### src/logic/dtd_defs.svh
// Bit positions, reset values and timeout counts of the discard timer block
`ifndef DTD_DEFS_SVH
`define DTD_DEFS_SVH

`define DTD_BIT_FAST_B2B      23
`define DTD_BIT_PRI_SEL       24
`define DTD_BIT_SEC_SEL       25
`define DTD_BIT_TMO_STATUS    26
`define DTD_BIT_TMO_SERR_EN   27
`define DTD_RESV_HI           31
`define DTD_RESV_LO           28
`define DTD_BYTE_LANE_FB2B    2
`define DTD_BYTE_LANE_UPPER   3

`define DTD_RST_FAST_B2B      1'b0
`define DTD_RST_PRI_SEL       1'b0
`define DTD_RST_SEC_SEL       1'b0
`define DTD_RST_TMO_STATUS    1'b0
`define DTD_RST_TMO_SERR_EN   1'b0

`define DTD_CNT_W             16
`define DTD_LONG_CYCLES       32768
`define DTD_SHORT_CYCLES      1024

`endif

### src/logic/dtd_pkg.sv
// Types shared by the discard timer block
`default_nettype none
package dtd_pkg;
    typedef enum logic [1:0] {
        DTD_IDLE,
        DTD_COUNT,
        DTD_HELD,
        DTD_DROPPED
    } dtd_state_t;
endpackage
`default_nettype wire

### src/logic/dtd_timer_if.sv
// Signals between the bridge control block and one discard timer
`default_nettype none
interface dtd_timer_if;
    logic head_valid;
    logic retried;
    logic sel_short;
    logic discard;
    logic running;
    modport ctrl  (output head_valid, output retried, output sel_short, input discard, input running);
    modport timer (input head_valid, input retried, input sel_short, output discard, output running);
endinterface
`default_nettype wire

### src/logic/dtd_discard_timer.sv
// One delayed transaction discard timer
`default_nettype none
`include "dtd_defs.svh"
module dtd_discard_timer
    import dtd_pkg::*;
#(
    parameter int unsigned LONG_CYCLES  = `DTD_LONG_CYCLES,
    parameter int unsigned SHORT_CYCLES = `DTD_SHORT_CYCLES
) (
    // Clock and reset
    input  wire logic  clock_i,
    input  wire logic  rst_i,
    // Control side
    dtd_timer_if.timer tif
);
    localparam logic [`DTD_CNT_W-1:0] LONG_LAST  = `DTD_CNT_W'(LONG_CYCLES - 1);
    localparam logic [`DTD_CNT_W-1:0] SHORT_LAST = `DTD_CNT_W'(SHORT_CYCLES - 1);

    dtd_state_t             state;
    dtd_state_t             next_state;
    logic [`DTD_CNT_W-1:0]  count;
    logic                   discard;

    wire logic [`DTD_CNT_W-1:0] last_count = tif.sel_short ? SHORT_LAST : LONG_LAST;
    wire logic                  expire     = (state == DTD_COUNT) && !tif.retried && (count == last_count);

    assign tif.discard = discard;
    assign tif.running = (state == DTD_COUNT);

    ////////////////////////////////////////////////////////////////////////
    // Sequence: wait for head, count, stop on retry, drop on expiry
    always_comb begin
        next_state = state;
        case (state)
            DTD_IDLE: begin
                if (tif.head_valid) begin
                    next_state = DTD_COUNT;
                end
            end
            DTD_COUNT: begin
                if (!tif.head_valid) begin
                    next_state = DTD_IDLE;
                end else if (tif.retried) begin
                    next_state = DTD_HELD;
                end else if (expire) begin
                    next_state = DTD_DROPPED;
                end
            end
            DTD_HELD, DTD_DROPPED: begin
                if (!tif.head_valid) begin
                    next_state = DTD_IDLE;
                end
            end
            default: next_state = DTD_IDLE;
        endcase
    end

    always_ff @(posedge clock_i or posedge rst_i) begin
        if (rst_i) begin
            state   <= DTD_IDLE;
            count   <= '0;
            discard <= 1'b0;
        end else begin
            state   <= next_state;
            count   <= (state == DTD_COUNT) ? count + `DTD_CNT_W'(1) : '0;
            discard <= expire;
        end
    end
endmodule // dtd_discard_timer
`default_nettype wire

### src/logic/dtd_bridge_ctrl.sv
// Upper bridge control fields with primary and secondary discard timers
`default_nettype none
`include "dtd_defs.svh"
// Contract
// - Fast back-to-back on secondary never issued while its enable is 0; resets 0.
// - Fast back-to-back on secondary permitted while its enable is 1.
// - Primary timer bounds wait for a primary initiator to retry.
// - Each timer starts when the completion reaches its queue head.
// - Without any retry before expiry, the transaction is dropped from all queues; the code pulses only that timer's own discard output.
// - Primary select 0 (reset) gives 2^15 clocks; 1 gives 2^10.
// - Secondary timer, select bit 25, bounds secondary retry wait the same way.
// - Secondary select 0 (reset) gives 2^15 clocks; 1 gives 2^10.
// - Bit 26 sets on any timeout drop; write 1 clears; resets 0.
// - With bit 27 at 0, a timeout drop never drives system error.
// - With bit 27 and command error enable set, a drop asserts system error.
// - Bits 31:28 are reserved and read zero.
module dtd_bridge_ctrl
    import dtd_pkg::*;
#(
    parameter int unsigned LONG_CYCLES  = `DTD_LONG_CYCLES,
    parameter int unsigned SHORT_CYCLES = `DTD_SHORT_CYCLES
) (
    // Clock and reset
    input  wire logic        clock_i,
    input  wire logic        rst_i,
    // Configuration access to the bridge control dword
    input  wire logic        cfg_wr_i,
    input  wire logic        cfg_rd_i,
    input  wire logic [3:0]  cfg_be_i,
    input  wire logic [31:0] cfg_wdata_i,
    output logic      [31:0] cfg_rdata_o,
    // Command register error enable
    input  wire logic        cmd_serr_en_i,
    // Primary delayed transaction queue
    input  wire logic        pri_head_valid_i,
    input  wire logic        pri_retried_i,
    output logic             pri_discard_o,
    // Secondary delayed transaction queue
    input  wire logic        sec_head_valid_i,
    input  wire logic        sec_retried_i,
    output logic             sec_discard_o,
    // Secondary master control
    output logic             fast_b2b_en_o,
    // Primary system error pin, open drain
    output logic             serr_out_o,
    output logic             serr_oe_o
);
    dtd_timer_if pri_if ();
    dtd_timer_if sec_if ();

    logic fast_b2b;
    logic pri_sel_short;
    logic sec_sel_short;
    logic tmo_status;
    logic tmo_serr_en;

    ////////////////////////////////////////////////////////////////////////
    // Register decode
    // A write touches a field only when its byte lane is enabled
    function automatic logic lane_written(input logic wr, input logic [3:0] be, input int unsigned lane);
        return wr && be[lane];
    endfunction

    wire logic wr_lane2   = lane_written(cfg_wr_i, cfg_be_i, `DTD_BYTE_LANE_FB2B);
    wire logic wr_lane3   = lane_written(cfg_wr_i, cfg_be_i, `DTD_BYTE_LANE_UPPER);
    wire logic status_clr = wr_lane3 && cfg_wdata_i[`DTD_BIT_TMO_STATUS];

    ////////////////////////////////////////////////////////////////////////
    // Drop events from either timer
    wire logic pri_drop   = pri_if.discard;
    wire logic sec_drop   = sec_if.discard;
    wire logic any_drop   = pri_drop || sec_drop;
    wire logic raise_serr = any_drop && tmo_serr_en && cmd_serr_en_i;

    wire logic [31:0] read_word = {
        4'h0,
        tmo_serr_en,
        tmo_status,
        sec_sel_short,
        pri_sel_short,
        fast_b2b,
        23'h00_0000
    };

    ////////////////////////////////////////////////////////////////////////
    // Timer hookup
    assign pri_if.head_valid = pri_head_valid_i;
    assign pri_if.retried    = pri_retried_i;
    assign pri_if.sel_short  = pri_sel_short;
    assign sec_if.head_valid = sec_head_valid_i;
    assign sec_if.retried    = sec_retried_i;
    assign sec_if.sel_short  = sec_sel_short;

    dtd_discard_timer #(
        .LONG_CYCLES  (LONG_CYCLES),
        .SHORT_CYCLES (SHORT_CYCLES)
    ) u_pri_timer (
        .clock_i (clock_i),
        .rst_i   (rst_i),
        .tif     (pri_if.timer)
    );

    dtd_discard_timer #(
        .LONG_CYCLES  (LONG_CYCLES),
        .SHORT_CYCLES (SHORT_CYCLES)
    ) u_sec_timer (
        .clock_i (clock_i),
        .rst_i   (rst_i),
        .tif     (sec_if.timer)
    );

    ////////////////////////////////////////////////////////////////////////
    // Next values of the control fields
    wire logic next_fast_b2b      = wr_lane2 ? cfg_wdata_i[`DTD_BIT_FAST_B2B] : fast_b2b;
    wire logic next_pri_sel_short = wr_lane3 ? cfg_wdata_i[`DTD_BIT_PRI_SEL] : pri_sel_short;
    wire logic next_sec_sel_short = wr_lane3 ? cfg_wdata_i[`DTD_BIT_SEC_SEL] : sec_sel_short;
    wire logic next_tmo_serr_en   = wr_lane3 ? cfg_wdata_i[`DTD_BIT_TMO_SERR_EN] : tmo_serr_en;
    // Sticky status: a drop in the clearing cycle wins
    wire logic next_tmo_status    = any_drop || (tmo_status && !status_clr);

    ////////////////////////////////////////////////////////////////////////
    // Control field registers
    // Selects are read live by the timers, so a new length applies at once
    always_ff @(posedge clock_i or posedge rst_i) begin
        if (rst_i) begin
            fast_b2b <= `DTD_RST_FAST_B2B;
        end else begin
            fast_b2b <= next_fast_b2b;
        end
    end

    always_ff @(posedge clock_i or posedge rst_i) begin
        if (rst_i) begin
            pri_sel_short <= `DTD_RST_PRI_SEL;
        end else begin
            pri_sel_short <= next_pri_sel_short;
        end
    end

    always_ff @(posedge clock_i or posedge rst_i) begin
        if (rst_i) begin
            sec_sel_short <= `DTD_RST_SEC_SEL;
        end else begin
            sec_sel_short <= next_sec_sel_short;
        end
    end

    always_ff @(posedge clock_i or posedge rst_i) begin
        if (rst_i) begin
            tmo_serr_en <= `DTD_RST_TMO_SERR_EN;
        end else begin
            tmo_serr_en <= next_tmo_serr_en;
        end
    end

    always_ff @(posedge clock_i or posedge rst_i) begin
        if (rst_i) begin
            tmo_status <= `DTD_RST_TMO_STATUS;
        end else begin
            tmo_status <= next_tmo_status;
        end
    end

    ////////////////////////////////////////////////////////////////////////
    // Next values of the outputs
    wire logic [31:0] next_cfg_rdata = cfg_rd_i ? read_word : 32'h0000_0000;
    wire logic        next_serr_oe   = raise_serr;

    ////////////////////////////////////////////////////////////////////////
    // Registered outputs
    always_ff @(posedge clock_i or posedge rst_i) begin
        if (rst_i) begin
            cfg_rdata_o <= 32'h0000_0000;
        end else begin
            cfg_rdata_o <= next_cfg_rdata;
        end
    end

    always_ff @(posedge clock_i or posedge rst_i) begin
        if (rst_i) begin
            pri_discard_o <= 1'b0;
        end else begin
            pri_discard_o <= pri_drop;
        end
    end

    always_ff @(posedge clock_i or posedge rst_i) begin
        if (rst_i) begin
            sec_discard_o <= 1'b0;
        end else begin
            sec_discard_o <= sec_drop;
        end
    end

    always_ff @(posedge clock_i or posedge rst_i) begin
        if (rst_i) begin
            fast_b2b_en_o <= 1'b0;
        end else begin
            fast_b2b_en_o <= fast_b2b;
        end
    end

    // Open-drain pin: the value stays low, the enable pulls the line
    always_ff @(posedge clock_i or posedge rst_i) begin
        if (rst_i) begin
            serr_out_o <= 1'b0;
        end else begin
            serr_out_o <= 1'b0;
        end
    end

    always_ff @(posedge clock_i or posedge rst_i) begin
        if (rst_i) begin
            serr_oe_o <= 1'b0;
        end else begin
            serr_oe_o <= next_serr_oe;
        end
    end
endmodule // dtd_bridge_ctrl
`default_nettype wire

### config.mk
export PLATFORM = sky130hd
export DESIGN_NAME = dtd_bridge_ctrl
export DESIGN_NICKNAME = d
export VERILOG_FILES = /design/src/logic/dtd_pkg.sv /design/src/logic/dtd_timer_if.sv /design/src/logic/dtd_discard_timer.sv /design/src/logic/dtd_bridge_ctrl.sv
export VERILOG_INCLUDE_DIRS = /design/src /design/src/logic
export SDC_FILE = /design/constraint.sdc
export NUM_CORES = 1
export LEC_CHECK = 0
export BUFFER_PORTS_ARGS = -buffer_cell sky130_fd_sc_hd__buf_4
export CORE_UTILIZATION = 45
export DETAILED_ROUTE_END_ITERATION = 10
export PLACE_DENSITY = 0.73
export SLEW_MARGIN = 0
export SYNTH_ARGS = -nofsm -noshare
export SYNTH_HDL_FRONTEND = slang
export SYNTH_SLANG_ARGS = --single-unit
### constraint.sdc
create_clock -name clock_i -period 1.89 [get_ports clock_i]
set_input_delay 0.189 -clock clock_i [delete_from_list [all_inputs] [get_ports clock_i]]
set_output_delay 0.189 -clock clock_i [all_outputs]
set_load 0.01 [all_outputs]
==> metrics.cfg <==
[routing]
first_pass_iters = 4
antenna_left = 0
drtIter0Drc = 87
wl_per_cell_um = 12.1
drt_wl_total_mm = 4.28
via_per_inst = 5.01
num_vias = 1762
drc = 0

[clock_network]
clock-root-buffer = clkbuf_8
cts.path.max_buffers = 2
clkSlewWorstSetupHoldPaths_ps = 90
post-cts-setup-buffers = 0
numCtsBuffers = 5
clk_latency_ps = 300
hold_buffers = 0
cts_tree = done
cts_resized = 0
htree_num_levels = 2
cts_sinks = 52

[die]
fp-row-count = 26
fp.dieH_um = 76.1
die_area_um2 = 5790
die_w_um = 76.1
start_util = 0.475
num_io_pins = 82
core_um2 = 5200

[yosys]
synth_ff_type = dfrtp_1
syn-mean-instance-area_um2 = 10.0
synth_cell_types = 32
ys_ff_latch = 52
ys_seq_area_frac = 0.527
syn_area_um2 = 2470
synthCells = 247
yosys_warnings = 0
synth_edf_count = 0
synthArstFlopShare = 1.00

[worst_hold_path]
hold_class = primary input to async pin

[sta]
hold_viol = 0
setup_viol = 0
max_freq_mhz = 574
rsz0062_at_grt = false
final.setup.tns_ps = 0
final_max_slew_viol_count = 0
fin_ws_ps = 148
period_minus_slack_ps = 1740
skew_ps = 5.47
relSlewSlack = 0.568
tightest_slew_ps = 648
fin_crit_sh = 0.922

[setup_path]
start_kind = flip-flop
timing.rr.end = u_pri_timer.count[14]$_DFF_PP0_
worstPathRequired_ps = 2110
reg2reg_depth = 5
end_kind = flip-flop
cp_max_fo = 3
arrival_ps = 1960
rr_startpoint = u_pri_timer.count[1]$_DFF_PP0_
crit_type = flip-flop to flip-flop
regToRegSetupSlack_ps = 150

[placement]
portBuffers = 24
finalWeightedCongestion = 0.721
dpl.hpwl_mm = 2.98
post-place-ws_ps = 173

[global_route]
grt_first_pass_wirelength_mm = 7.29
grtUsageMet1 = 0.219
grt_busiest_layer = met2
grtUsageTotal = 0.158
grt.overflow.total = 0
grt_pass1_vias = 1606
met3_usage = 0.0359
grt_max_degree = 53
grt_util_met2 = 0.238
antenna_found_initial = 0

[pwr]
p_clk_frac = 0.373
peakVddDrop_mv = 0.486
power_frac_seq = 0.536
swShare = 0.231
powerDensity_nw_per_um2 = 789
switchingPower_w = 0.000509
internal-power_w = 0.00170
comb_power_share = 0.091
leakage_nw = 1.30

[cells_and_area]
syn_to_final_growth_pct = 13.4
final_common_cell = dfrtp_1
diodes = 0
final_nets = 328
layout_common_cells = dfrtp_1, buf_4, nor2_1, conb_1, nand2_1
layout-drive-gt1-share = 0.188

[run]
drv_cap = 0

[status]
status = complete, no violations

==> how the worst max path moves through the flow <==
stage                                    from                              end  cells past startpoint
6_report       u_pri_timer.count[1]$_DFF_PP0_  u_pri_timer.count[14]$_DFF_PP0_                      5
5_1_grt        u_pri_timer.count[1]$_DFF_PP0_  u_pri_timer.count[14]$_DFF_PP0_                      5
4_1_cts        u_pri_timer.count[1]$_DFF_PP0_  u_pri_timer.count[14]$_DFF_PP0_                      5
3_5_place_dp   u_pri_timer.count[1]$_DFF_PP0_  u_pri_timer.count[14]$_DFF_PP0_                      5
3_3_place_gp   u_pri_timer.count[1]$_DFF_PP0_  u_pri_timer.count[14]$_DFF_PP0_                      5
2_1_floorplan  u_pri_timer.count[0]$_DFF_PP0_  u_pri_timer.count[14]$_DFF_PP0_                      5
==> cells by family after synthesis <==
logic type / count (synthesis) / share of synthesized area
mux: 6 / 0.0263
other cells: 1 / 0.00152
buf+inv: 38 / 0.100
flops: 52 / 0.527
compound gates: 31 / 0.0735
xor+xnor: 16 / 0.0567
simple gates: 101 / 0.205
fa+ha+maj: 2 / 0.0101
==> power groups by stage <==
stage / registers (W) / logic [W] / clock network (W)
after floorplan: 0.00120 / 0.000165 / 0
after global placement: 0.00120 / 0.000200 / 0
after detailed placement: 0.00121 / 0.000204 / 0
after CTS: 0.00118 / 0.000205 / 0.000850
after global routing: 0.00119 / 0.000226 / 0.000888
final: 0.00118 / 0.000202 / 0.000824
==> sequential cells by signal (all words and copies together) (netlist names), 2 cells and up <==
| register | count |
|---|---|
| u_pri_timer.count | 16 |
| u_sec_timer.count | 16 |
| cfg_rdata_o | 5 |
| u_pri_timer.state | 2 |
| u_sec_timer.state | 2 |
==> metal layers <==
| metal | up-vias | share of wire |
|---|---|---|
| li1 | 853 | - |
| met1 | 849 | 0.48 |
| met2 | 55 | 0.45 |
| met3 | 5 | 0.046 |
| met4 | 0 | 0.017 |
| met5 | - | 0 |
==> critical path: stages, from the launching register on <==
cell	delay [ps]
dfrtp_1	380
ha_1	190
nand4_2	90
or4_4	550
or3_1	320
a21oi_1	140
==> cell usage after synthesis (6+ instances only) <==
master | number | share of area
dfrtp_1 | 52 | 0.53
buf_4 | 28 | 0.085
nor2_1 | 28 | 0.043
nand2_1 | 22 | 0.033
a21oi_1 | 12 | 0.024
o21ai_0 | 12 | 0.024
nand3_1 | 11 | 0.022
xnor2_1 | 11 | 0.039
nor4_1 | 10 | 0.025
and2_1 | 7 | 0.018
inv_1 | 6 | 0.0091
nor3_1 | 6 | 0.012
==> final cells by class <==
cell class                 count  area, µm²
inverter                       6       22.5
fill                         464       2400
sequential                    52       1300
clock buffer                   7       96.3
timing repair buffer          32        240
clock inverter                 1       30.0
multi-input combinational    184       1020
tap                           70       87.6
==> through the flow <==
stage	hold slack [ps]	utilization	total power, W	cells	instance area [µm²]
5_1_grt	43.7	0.538	0.00230	352	2800
2_1_floorplan	262	-	0.00137	274	2570
3_5_place_dp	375	0.514	0.00141	344	2670
6_report	49.9	0.538	0.00221	352	2800
4_1_cts	43.6	0.538	0.00224	352	2800
3_3_place_gp	373	0.514	0.00140	344	2670
(Power assumes the default switching activity.)
